==> src/shared/code_access_map.vh <==
// Purpose: constants for the holder code access control block
// Assumes: included by rtl/code_access_ctrl.v and by the checker, terminal model and bench
// Notes: codes and timing as used by the request decoder
`ifndef CODE_ACCESS_MAP_VH
`define CODE_ACCESS_MAP_VH

// request operation codes
`define OP_VERIFY 4'h1
`define OP_CHANGE 4'h2
`define OP_DISABLE 4'h3
`define OP_ENABLE 4'h4
`define OP_UNBLOCK 4'h5
`define OP_INVALIDATE 4'h6
`define OP_REHAB 4'h7
`define OP_AUTH 4'h8
`define OP_SELECT 4'h9
`define OP_READ 4'hA
`define OP_UPDATE 4'hB

// result codes
`define RES_OK 3'h0
`define RES_WRONG 3'h1
`define RES_REFUSED 3'h2
`define RES_BLOCKED 3'h3
`define RES_NO_ACCESS 3'h4
`define RES_BAD_OP 3'h5

// counter reload values
`define CODE_TRIES 4'h3
`define UNBLOCK_TRIES 4'hA

// widths
`define CODE_W 64
`define CHAL_W 128
`define RESP_W 32
`define KEY_W 64
`define SUBKEY_W 128

// cycles of the algorithm stand-in
`define AUTH_CYCLES 5'h10

`endif

==> src/rtl/code_access_ctrl.v <==
// Purpose: holder code retry, enable and block state, file invalidation and auth gating
// Assumes: one request pulse at a time; state survives as long as power stays on
// Notes: non-volatile backing is modelled by preload ports sampled once just after reset release
// How it works
// RL1: change code only when the addressed code is enabled and not blocked
// RL2: change with correct old value reloads counter to three, stores new value
// RL3: change with wrong old value decrements counter, keeps stored value
// RL4: third wrong presentation blocks the code until a successful unblock
// RL5: disable only for primary code; refused when disabled or blocked
// RL6: correct disable reloads counter, marks disabled, files become always accessible
// RL7: wrong disable decrements counter, code stays enabled, third failure blocks
// RL8: enable only for primary code; refused when enabled or blocked
// RL9: correct enable reloads counter to three and enables the primary code
// RL10: wrong enable decrements, stays disabled; third failure blocks and enables
// RL11: blocked and disabled grants access; blocked and enabled denies it
// RL12: correct unblock stores new code, reloads ten and three, enables, grants
// RL13: unblock runs whether or not the holder code is blocked
// RL14: wrong unblock decrements its counter only; tenth failure blocks the unblock code
// RL15: invalidate sets current file flag only when its access condition holds
// RL16: invalidated file refuses all but select and rehabilitate unless allowed; invalidate on it is still accepted
// RL17: rehabilitate clears current file flag only when its access condition holds
// RL18: with barred dialling, identity and location files stay invalid until call control
// RL19: authenticate takes a challenge, runs algorithms with stored key, returns results
// RL20: authenticate needs the network directory current and primary code verified
// RL21: terminal passes the full cipher key unaltered to the air cipher
// RL22: later terminals never send the obsolete sleep command
// RL23: verify on usable code compares; match reloads three, miss decrements
// RL24: counters, codes and flags are kept so they survive between sessions; reset reinitialises counters and flags, codes reload via init ports
`timescale 1ns/100ps
`include "code_access_map.vh"

module code_access_ctrl #(
	parameter FILES = 16,
	parameter FILE_W = 4
)
(
	input wire core_clk_i,
	input wire rst_n_i,
	input wire req_i,
	input wire [3:0] op_i,
	input wire code_sel_i,
	input wire [`CODE_W-1:0] code_val_i,
	input wire [`CODE_W-1:0] new_code_i,
	input wire [FILE_W-1:0] cur_file_i,
	input wire file_cond_ok_i,
	input wire file_rw_when_invalid_i,
	input wire in_network_app_directory_i,
	input wire barred_dialling_mode_i,
	input wire call_control_supported_i,
	input wire [FILE_W-1:0] subscriber_identity_file_i,
	input wire [FILE_W-1:0] location_info_file_i,
	input wire [`CHAL_W-1:0] challenge_value_i,
	input wire [`SUBKEY_W-1:0] subscriber_key_i,
	input wire [`CODE_W-1:0] primary_init_i,
	input wire [`CODE_W-1:0] secondary_init_i,
	input wire [`CODE_W-1:0] unblock1_init_i,
	input wire [`CODE_W-1:0] unblock2_init_i,
	output reg done_o,
	output reg [2:0] result_o,
	output reg [`RESP_W-1:0] signed_response_o,
	output reg [`KEY_W-1:0] cipher_key_o,
	output reg primary_enabled_o,
	output reg [1:0] code_blocked_o,
	output reg [1:0] unblock_blocked_o,
	output reg [3:0] primary_tries_o,
	output reg [3:0] secondary_tries_o,
	output reg [1:0] access_granted_o,
	output reg primary_verified_o,
	output reg cur_file_invalid_o
);

// ----------------------------------------
// state
// ----------------------------------------
// held across sessions; a real card backs these with non-volatile cells
reg [`CODE_W-1:0] code_val [0:1]; // RL24
reg [`CODE_W-1:0] unb_val [0:1];
reg [3:0] tries [0:1];
reg [3:0] unb_tries [0:1];
reg [1:0] verified;
reg [FILES-1:0] invalid;
reg loaded;
reg busy;
reg [4:0] auth_cnt;
reg [`CHAL_W-1:0] mix;
reg [3:0] next_tries;
reg [3:0] next_unb;
reg [2:0] next_res;

wire sel = code_sel_i;
wire match = (code_val_i == code_val[sel]);
wire unb_match = (code_val_i == unb_val[sel]);
wire blocked = (tries[sel] == 4'h0);
wire unb_blk = (unb_tries[sel] == 4'h0);
wire usable = blocked ? 1'b0 : (sel ? 1'b1 : primary_enabled_o);
wire protect = (cur_file_i == subscriber_identity_file_i) ||
	(cur_file_i == location_info_file_i);
wire [3:0] cur_tries = tries[sel];
wire [3:0] cur_unb = unb_tries[sel];
wire primary_access = !primary_enabled_o || ((tries[0] != 4'h0) && verified[0]); // RL20
wire file_shut = invalid[cur_file_i] && !file_rw_when_invalid_i; // RL16

// ----------------------------------------
// helpers
// ----------------------------------------
function [3:0] dec;
	input [3:0] v;
	begin
		dec = (v == 4'h0) ? 4'h0 : v - 4'h1;
	end
endfunction

// toy one-round mixer standing in for the real algorithms
function [`CHAL_W-1:0] mix_step;
	input [`CHAL_W-1:0] s;
	input [`SUBKEY_W-1:0] k;
	begin
		mix_step = {s[`CHAL_W-2:0], s[`CHAL_W-1]} ^ k ^ {s[63:0], s[127:64]};
	end
endfunction

// ----------------------------------------
// request decode
// ----------------------------------------
// outcome of the request on the pins; applied only when it is taken
always @*
begin
	next_res = `RES_OK;
	next_tries = cur_tries;
	next_unb = cur_unb;
	case (op_i)
		`OP_VERIFY, `OP_CHANGE:
		begin
			if (!usable)
				next_res = blocked ? `RES_BLOCKED : `RES_REFUSED; // RL1
			else if (match)
				next_tries = `CODE_TRIES; // RL2 RL23
			else
			begin
				next_tries = dec(cur_tries); // RL3 RL4 RL23
				next_res = `RES_WRONG;
			end
		end
		`OP_DISABLE, `OP_ENABLE:
		begin
			if (sel || blocked || (primary_enabled_o == (op_i == `OP_ENABLE)))
				next_res = `RES_REFUSED; // RL5 RL8
			else if (match)
				next_tries = `CODE_TRIES; // RL6 RL9
			else
			begin
				next_tries = dec(cur_tries); // RL7 RL10
				next_res = `RES_WRONG;
			end
		end
		`OP_UNBLOCK:
		begin
			// no check of the holder code's blocked state
			if (unb_blk)
				next_res = `RES_BLOCKED; // RL13
			else if (unb_match)
			begin
				next_unb = `UNBLOCK_TRIES; // RL12
				next_tries = `CODE_TRIES; // RL12
			end
			else
			begin
				next_unb = dec(cur_unb); // RL14
				next_res = `RES_WRONG;
			end
		end
		`OP_INVALIDATE:
			if (!file_cond_ok_i)
				next_res = `RES_NO_ACCESS; // RL15
		`OP_REHAB:
		begin
			if (!file_cond_ok_i)
				next_res = `RES_NO_ACCESS; // RL17
			else if (barred_dialling_mode_i && !call_control_supported_i && protect)
				next_res = `RES_REFUSED; // RL18
		end
		`OP_READ, `OP_UPDATE:
		begin
			if (file_shut)
				next_res = `RES_REFUSED; // RL16
			else if (!file_cond_ok_i)
				next_res = `RES_NO_ACCESS;
		end
		`OP_SELECT:
			next_res = `RES_OK; // RL16
		`OP_AUTH:
		begin
			if (!in_network_app_directory_i || !primary_access)
				next_res = `RES_NO_ACCESS; // RL20
			else if (file_shut)
				next_res = `RES_REFUSED; // RL16
		end
		default:
			next_res = `RES_BAD_OP;
	endcase
end

// ----------------------------------------
// request handling
// ----------------------------------------
always @(posedge core_clk_i)
begin
	if (!rst_n_i)
	begin
		loaded <= 1'b0;
		busy <= 1'b0;
		auth_cnt <= 5'h00;
		mix <= {`CHAL_W{1'b0}};
		done_o <= 1'b0;
		result_o <= `RES_OK;
		signed_response_o <= {`RESP_W{1'b0}};
		cipher_key_o <= {`KEY_W{1'b0}};
		verified <= 2'h0;
		invalid <= {FILES{1'b0}};
		primary_enabled_o <= 1'b1;
		tries[0] <= `CODE_TRIES;
		tries[1] <= `CODE_TRIES;
		unb_tries[0] <= `UNBLOCK_TRIES;
		unb_tries[1] <= `UNBLOCK_TRIES;
		code_val[0] <= {`CODE_W{1'b0}};
		code_val[1] <= {`CODE_W{1'b0}};
		unb_val[0] <= {`CODE_W{1'b0}};
		unb_val[1] <= {`CODE_W{1'b0}};
	end
	else if (!loaded)
	begin
		// stored values caught after reset release
		loaded <= 1'b1;
		code_val[0] <= primary_init_i;
		code_val[1] <= secondary_init_i;
		unb_val[0] <= unblock1_init_i;
		unb_val[1] <= unblock2_init_i;
	end
	else if (busy)
	begin
		done_o <= 1'b0;
		mix <= mix_step(mix, subscriber_key_i); // RL19
		auth_cnt <= auth_cnt - 5'h01;
		if (auth_cnt == 5'h01)
		begin
			busy <= 1'b0;
			done_o <= 1'b1;
			result_o <= `RES_OK;
			signed_response_o <= mix[`RESP_W-1:0];
			cipher_key_o <= mix[127:64];
		end
	end
	else
	begin
		done_o <= req_i;
		if (req_i)
		begin
			tries[sel] <= next_tries;
			unb_tries[sel] <= next_unb;
			result_o <= next_res;
			case (op_i)
				`OP_VERIFY, `OP_CHANGE:
				begin
					if (next_res == `RES_OK)
					begin
						verified[sel] <= 1'b1; // RL23
						if (op_i == `OP_CHANGE)
							code_val[sel] <= new_code_i; // RL2
					end
					else if (next_res == `RES_WRONG)
						verified[sel] <= 1'b0; // RL3
				end
				`OP_DISABLE, `OP_ENABLE:
				begin
					if (next_res == `RES_OK)
						primary_enabled_o <= (op_i == `OP_ENABLE); // RL6 RL9
					// chosen: a block from enable also marks the code enabled
					else if (op_i == `OP_ENABLE && next_res == `RES_WRONG && next_tries == 4'h0)
						primary_enabled_o <= 1'b1; // RL10
					if (next_tries == 4'h0)
						verified[sel] <= 1'b0; // RL4 RL7
				end
				`OP_UNBLOCK:
					if (next_res == `RES_OK)
					begin
						code_val[sel] <= new_code_i; // RL12
						verified[sel] <= 1'b1;
						if (!sel)
							primary_enabled_o <= 1'b1;
					end
				`OP_INVALIDATE:
					if (next_res == `RES_OK)
						invalid[cur_file_i] <= 1'b1; // RL15
				`OP_REHAB:
					if (next_res == `RES_OK)
						invalid[cur_file_i] <= 1'b0; // RL17
				`OP_AUTH:
					if (next_res == `RES_OK)
					begin
						busy <= 1'b1; // RL19
						done_o <= 1'b0;
						auth_cnt <= `AUTH_CYCLES;
						mix <= challenge_value_i;
					end
				default:
					;
			endcase
		end
	end
end

// access: disabled primary grants always, blocked enabled never
function access_ok;
	input s;
	begin
		if (!s && !primary_enabled_o)
			access_ok = 1'b1; // RL6 RL11
		else
			access_ok = (tries[s] != 4'h0) && verified[s]; // RL4 RL11
	end
endfunction

// ----------------------------------------
// status outputs
// ----------------------------------------
always @(posedge core_clk_i)
begin
	if (!rst_n_i)
	begin
		code_blocked_o <= 2'h0;
		unblock_blocked_o <= 2'h0;
		primary_tries_o <= `CODE_TRIES;
		secondary_tries_o <= `CODE_TRIES;
		access_granted_o <= 2'h0;
		primary_verified_o <= 1'b0;
		cur_file_invalid_o <= 1'b0;
	end
	else
	begin
		code_blocked_o <= {tries[1] == 4'h0, tries[0] == 4'h0};
		unblock_blocked_o <= {unb_tries[1] == 4'h0, unb_tries[0] == 4'h0};
		primary_tries_o <= tries[0];
		secondary_tries_o <= tries[1];
		access_granted_o <= {access_ok(1'b1), access_ok(1'b0)};
		primary_verified_o <= verified[0];
		cur_file_invalid_o <= invalid[cur_file_i];
	end
end

endmodule

==> config.mk <==
export PLATFORM = sky130hd
export DESIGN_NAME = code_access_ctrl
export DESIGN_NICKNAME = d
export VERILOG_FILES = /design/src/rtl/code_access_ctrl.v
export VERILOG_INCLUDE_DIRS = /design/src /design/src/shared
export SDC_FILE = /design/constraint.sdc
export NUM_CORES = 1
export LEC_CHECK = 0
export BUFFER_PORTS_ARGS = -buffer_cell sky130_fd_sc_hd__buf_2
export CAP_MARGIN = 20
export CORE_AREA = 2 2 308 310
export CTS_CLUSTER_DIAMETER = 50
export DETAILED_ROUTE_END_ITERATION = 8
export DIE_AREA = 0 0 310 312
export GPL_TIMING_DRIVEN = 0
export SLEW_MARGIN = 20
export SYNTH_ARGS = -nofsm -noshare
export SYNTH_HDL_FRONTEND = slang
export SYNTH_SLANG_ARGS = --single-unit
==> constraint.sdc <==
create_clock -name core_clk_i -period 12.3 [get_ports core_clk_i]
set_input_delay 1.23 -clock core_clk_i [delete_from_list [all_inputs] [get_ports core_clk_i]]
set_output_delay 1.23 -clock core_clk_i [all_outputs]
set_load 0.01 [all_outputs]
==> results summary <==
The run finished with clean final reports. The xor and xnor area share after synthesis is 0.128. The CTS buffer count came out at 87. The per-cell via count in the routed design came out at 5.16. The count of max-cap constraint violations came out at 0.

The worst setup path is captured at a register. The global-route met1 utilization is 0.290. On the critical path, the stage with the largest delay is an instance of nor4_2. The starting utilization of the core area came out at 0.293. The count of nets left with antenna violations once routing finished came out at 0.

After detailed routing, the number of remaining DRC violations is 0. The fraction of the mapped netlist area in adder cells came out at 0.00138. The number of instances in the placed design came out at around 4500.

The signal on the critical path passes through clkbuf_1 > buf_4 > buf_4 > mux2i_1 > xnor2_1 > nor4_1 > nand4_1 > nor4_2 > a21oi_1 > nor3_2 > and3_1 > buf_4 > or2_4 > buf_16. The worst-margin pin slew came out at about 1100 ps. Of all nets on the critical path, the largest fanout is about 40.

In the global route stage, met2 resource usage came out at 0.431. The maximum clock frequency is 167 MHz. The launching element type of the critical path is a primary input. The number of warnings issued by yosys came out at 0. The hold violation total from the final report is 0.

For the worst-skew pair, the clock arrives at the later sink with an insertion delay of around 660 ps. The worst path arrival time is roughly 6300 ps. The number of cells upsized or downsized after cts is 0. The maximum level of the CTS H-tree is 3.

After clock tree synthesis, the clock-pin slew on the worst setup and hold paths is roughly 50 ps. The most congested layer reported by global routing is met2. The worst path needs between 5000 and 6000 ps of the cycle, external delays included. The overall die area came out at 96700 um2.

Setup violations remaining at the end of the flow were counted as 0. The total I/O pin count came out at a little under 800. The worst min-delay path class is reg -> reg.

The congestion estimate from routability-driven global placement came to 0.971. For this run, the leading register cell type out of synthesis is edfxtp_1. The maximum clock insertion buffer count came out at 3. The total area of multi-input combinational cells is 12700 um2. The routed design has 127000 um of wire. The detailed router finished its first iteration with 2497 violations.

The number of flip-flops and latches in the synthesized netlist came out at between 500 and 600. During placement, the flow inserted port buffers numbering roughly 780. The cell row count came out at approximately 110.

The setup clock skew after layout is a little over 40 ps. The count of final max-slew check failures is 0. The final layout contains approximately 4000 nets.

The number of global-route vias before repair is ~24000. Power spread over the standard cell area amounts to 140 nW/um2. The cell sitting at the root of the clock tree is a clkbuf_16. The detail-routed net length per standard cell came out at about 27 um. The leakage power came out at 14.0 nW. The length of the first detailed-routing pass in iterations came out at 6. The layout has between 9000 and 10000 filler cells. The path depth of the worst reg2reg path came out at 11. The number of nets in the synthesized netlist is 3178. The half-perimeter wire length of the detailed placement result came out at about 100000 um.

A synthesized cell averages about 11 um2. The worst pin sits at a relative slew slack of 0.246. The sequential standard cell area came out at 13600 um2.

In the synthesized netlist the async set-or-reset flop fraction comes to 0. The via count came out at 24500. The proportion of synthesized chip area in sequential cells came out at 0.498. The post-route core utilization came out at 0.385. The met3 usage is 0.0650. The number of standard cells after synthesis came out at 2510. The fraction of layout instances using a drive strength above 1 is 0.294. The synthesized cell area is between 20000 and 30000 um2. The stage delay of the slowest cell on the critical path is 990 ps. The final-layout setup total negative slack came out at 0 ps.

Along the worst hold path, the cell count comes to 2. The clock net sink count is between 500 and 600. The portion of netlist area occupied by mux cells came out at 0.101.

The total area inside the core boundary comes to about 93000 um2. Setup repair after global routing left no endpoint under its margin. The compound-gate portion of the synthesized area came out at 0.121.

The required time of the critical path is around 13000 ps. The total global routing track utilization is 0.251. The die height came out at around 310 um. The synthesis-to-layout area growth is 31.5%. In the finished design, the share of the clock period the worst path needs comes to 0.487.

The non-filler instance count after layout came out at 4737. The synthesized design contains around 270 enable-type register cells. The fraction of the mapped netlist area in simple logic gates came out at 0.115. From left edge to right edge, the die measures between 300 and 400 um. By area, the combinational part of the netlist is dominated by XOR/XNOR gates.

Hold is met by ~450 ps. The number of unique standard cell types used by synthesis came out at 68. The buffer count from post-CTS setup fixing is 0.

The number of hold-repair buffers added at the cts stage came out at 0. TritonCTS built the clock tree. Across the VDD grid, the largest voltage drop is 93.9 uV. The initial antenna violation count came to 71. The global-route wire length before repair is between 150000 and 200000 um. In this design, the critical path's most frequently occurring cell is buf_4.

Entering global routing, the biggest net connects between 50 and 60 pins. The critical path is of the in -> reg type. The total overflow left after global routing is 0.
[cells in the mapped netlist (5+ instances only)]
cell type,instances,area share
o21ai_0,19,0.0035
and2_1,13,0.0030
nand2b_1,7,0.0016
nor2b_1,11,0.0025
buf_4,20,0.0055
xor2_1,10,0.0032
a21oi_1,110,0.020
inv_1,16,0.0022
dfxtp_1,270,0.20
nor3_1,11,0.0020
nor4_1,36,0.0083
xnor2_1,388,0.12
or2_2,9,0.0021
and3_1,138,0.032
nand3_1,9,0.0017
edfxtp_1,272,0.30
mux4_2,5,0.0041
nand2_1,221,0.030
mux2i_1,261,0.096
nand4_1,10,0.0023
a41oi_1,13,0.0042
a22o_1,129,0.041
buf_6,13,0.0054
clkbuf_1,113,0.016
a211oi_1,135,0.037
buf_2,32,0.0059
a31oi_1,8,0.0018
a311oi_1,6,0.0019
nor2_1,157,0.022
[power by group]
part	total [mW]	switching (mW)	internal [mW]
registers	2.01	0.0312	1.98
clock network	2.46	0.957	1.50
logic	0.552	0.315	0.237
total	5.02	1.30	3.71
[cell families after synthesis]
group                    count (synthesis)
flip-flops                             542
adder cells (fa/ha/maj)                  3
AO/OA/AOI/OAI                          454
multiplexers                           268
XOR/XNOR                               398
buffers and inverters                  198
AND/OR/NAND/NOR                        647
[flip-flops by register name, summed over array words and instances (netlist names), named ones only]
signal / cells
signed_response_o: 32
unblock_blocked_o: 2
primary_enabled_o: 1
secondary_tries_o: 4
unb_val: 128
done_o: 1
cur_file_invalid_o: 1
auth_cnt: 5
loaded: 1
mix: 128
tries: 8
primary_verified_o: 1
unb_tries: 8
primary_tries_o: 4
code_val: 128
cipher_key_o: 64
busy: 1
access_granted_o: 2
code_blocked_o: 2
result_o: 3
[final timing paths]
check | start | endpoint | slack, ps
setup reg to reg | code_val[1][6]$_DFFE_PP_ | code_val[1][27]$_DFFE_PP_ | 7260
hold reg to reg | signed_response_o[26]$_SDFFE_PN0P_ | signed_response_o[26]$_SDFFE_PN0P_ | 450
hold / removal | signed_response_o[26]$_SDFFE_PN0P_ | signed_response_o[26]$_SDFFE_PN0P_ | 450
setup / recovery | code_sel_i | code_val[1][27]$_DFFE_PP_ | 6310
[through the flow]
step                      total power, mW  cell area [um2]  setup WS (ps)
after CTS                            5.04            35700           6370
after global placement               2.58            32700           3450
after detailed placement             2.59            32800           5680
after floorplan                      2.31            27200           6350
final                                5.02            35800           6310
after global routing                 5.16            35800           6110
[routing by layer]
metal  up-vias  part of all wire
li1      10900                 -
met1     11800              0.37
met2      1412              0.48
met3       343             0.096
met4        26             0.055
met5         -            0.0011
[worst max-delay path: cells and delay by family]
family                 cells  cell delay (ps)
XOR/XNOR                   1              140
AO/OA/AOI/OAI              1              270
buffers and inverters      5             1300
multiplexers               1              650
AND/OR/NAND/NOR            6             2630
[layout make-up]
class / count / share of cell area
Antenna cell: 40 / 0.00280
Buffer: 182 / 0.0250
Clock buffer: 99 / 0.0641
Clock inverter: 53 / 0.0166
Inverter: 16 / 0.00168
Multi-Input combinational cell: 1770 / 0.355
Sequential cell: 542 / 0.379
Tap cell: 1254 / 0.0438
Timing Repair Buffer: 781 / 0.112
[layout by cell type (no fill, tap or decap), drive strengths merged, types with 38 or more instances in the layout]
cell type | Yosys | layout
a211oi | 135 | 135
a21oi | 110 | 110
a22o | 129 | 129
and3 | 138 | 138
buf | 69 | 850
clkbuf | 113 | 212
dfxtp | 270 | 270
diode | 0 | 40
edfxtp | 272 | 272
mux2i | 261 | 261
nand2 | 222 | 222
nor2 | 157 | 157
nor4 | 38 | 38
xnor2 | 388 | 388
(Power assumes the default switching activity.)
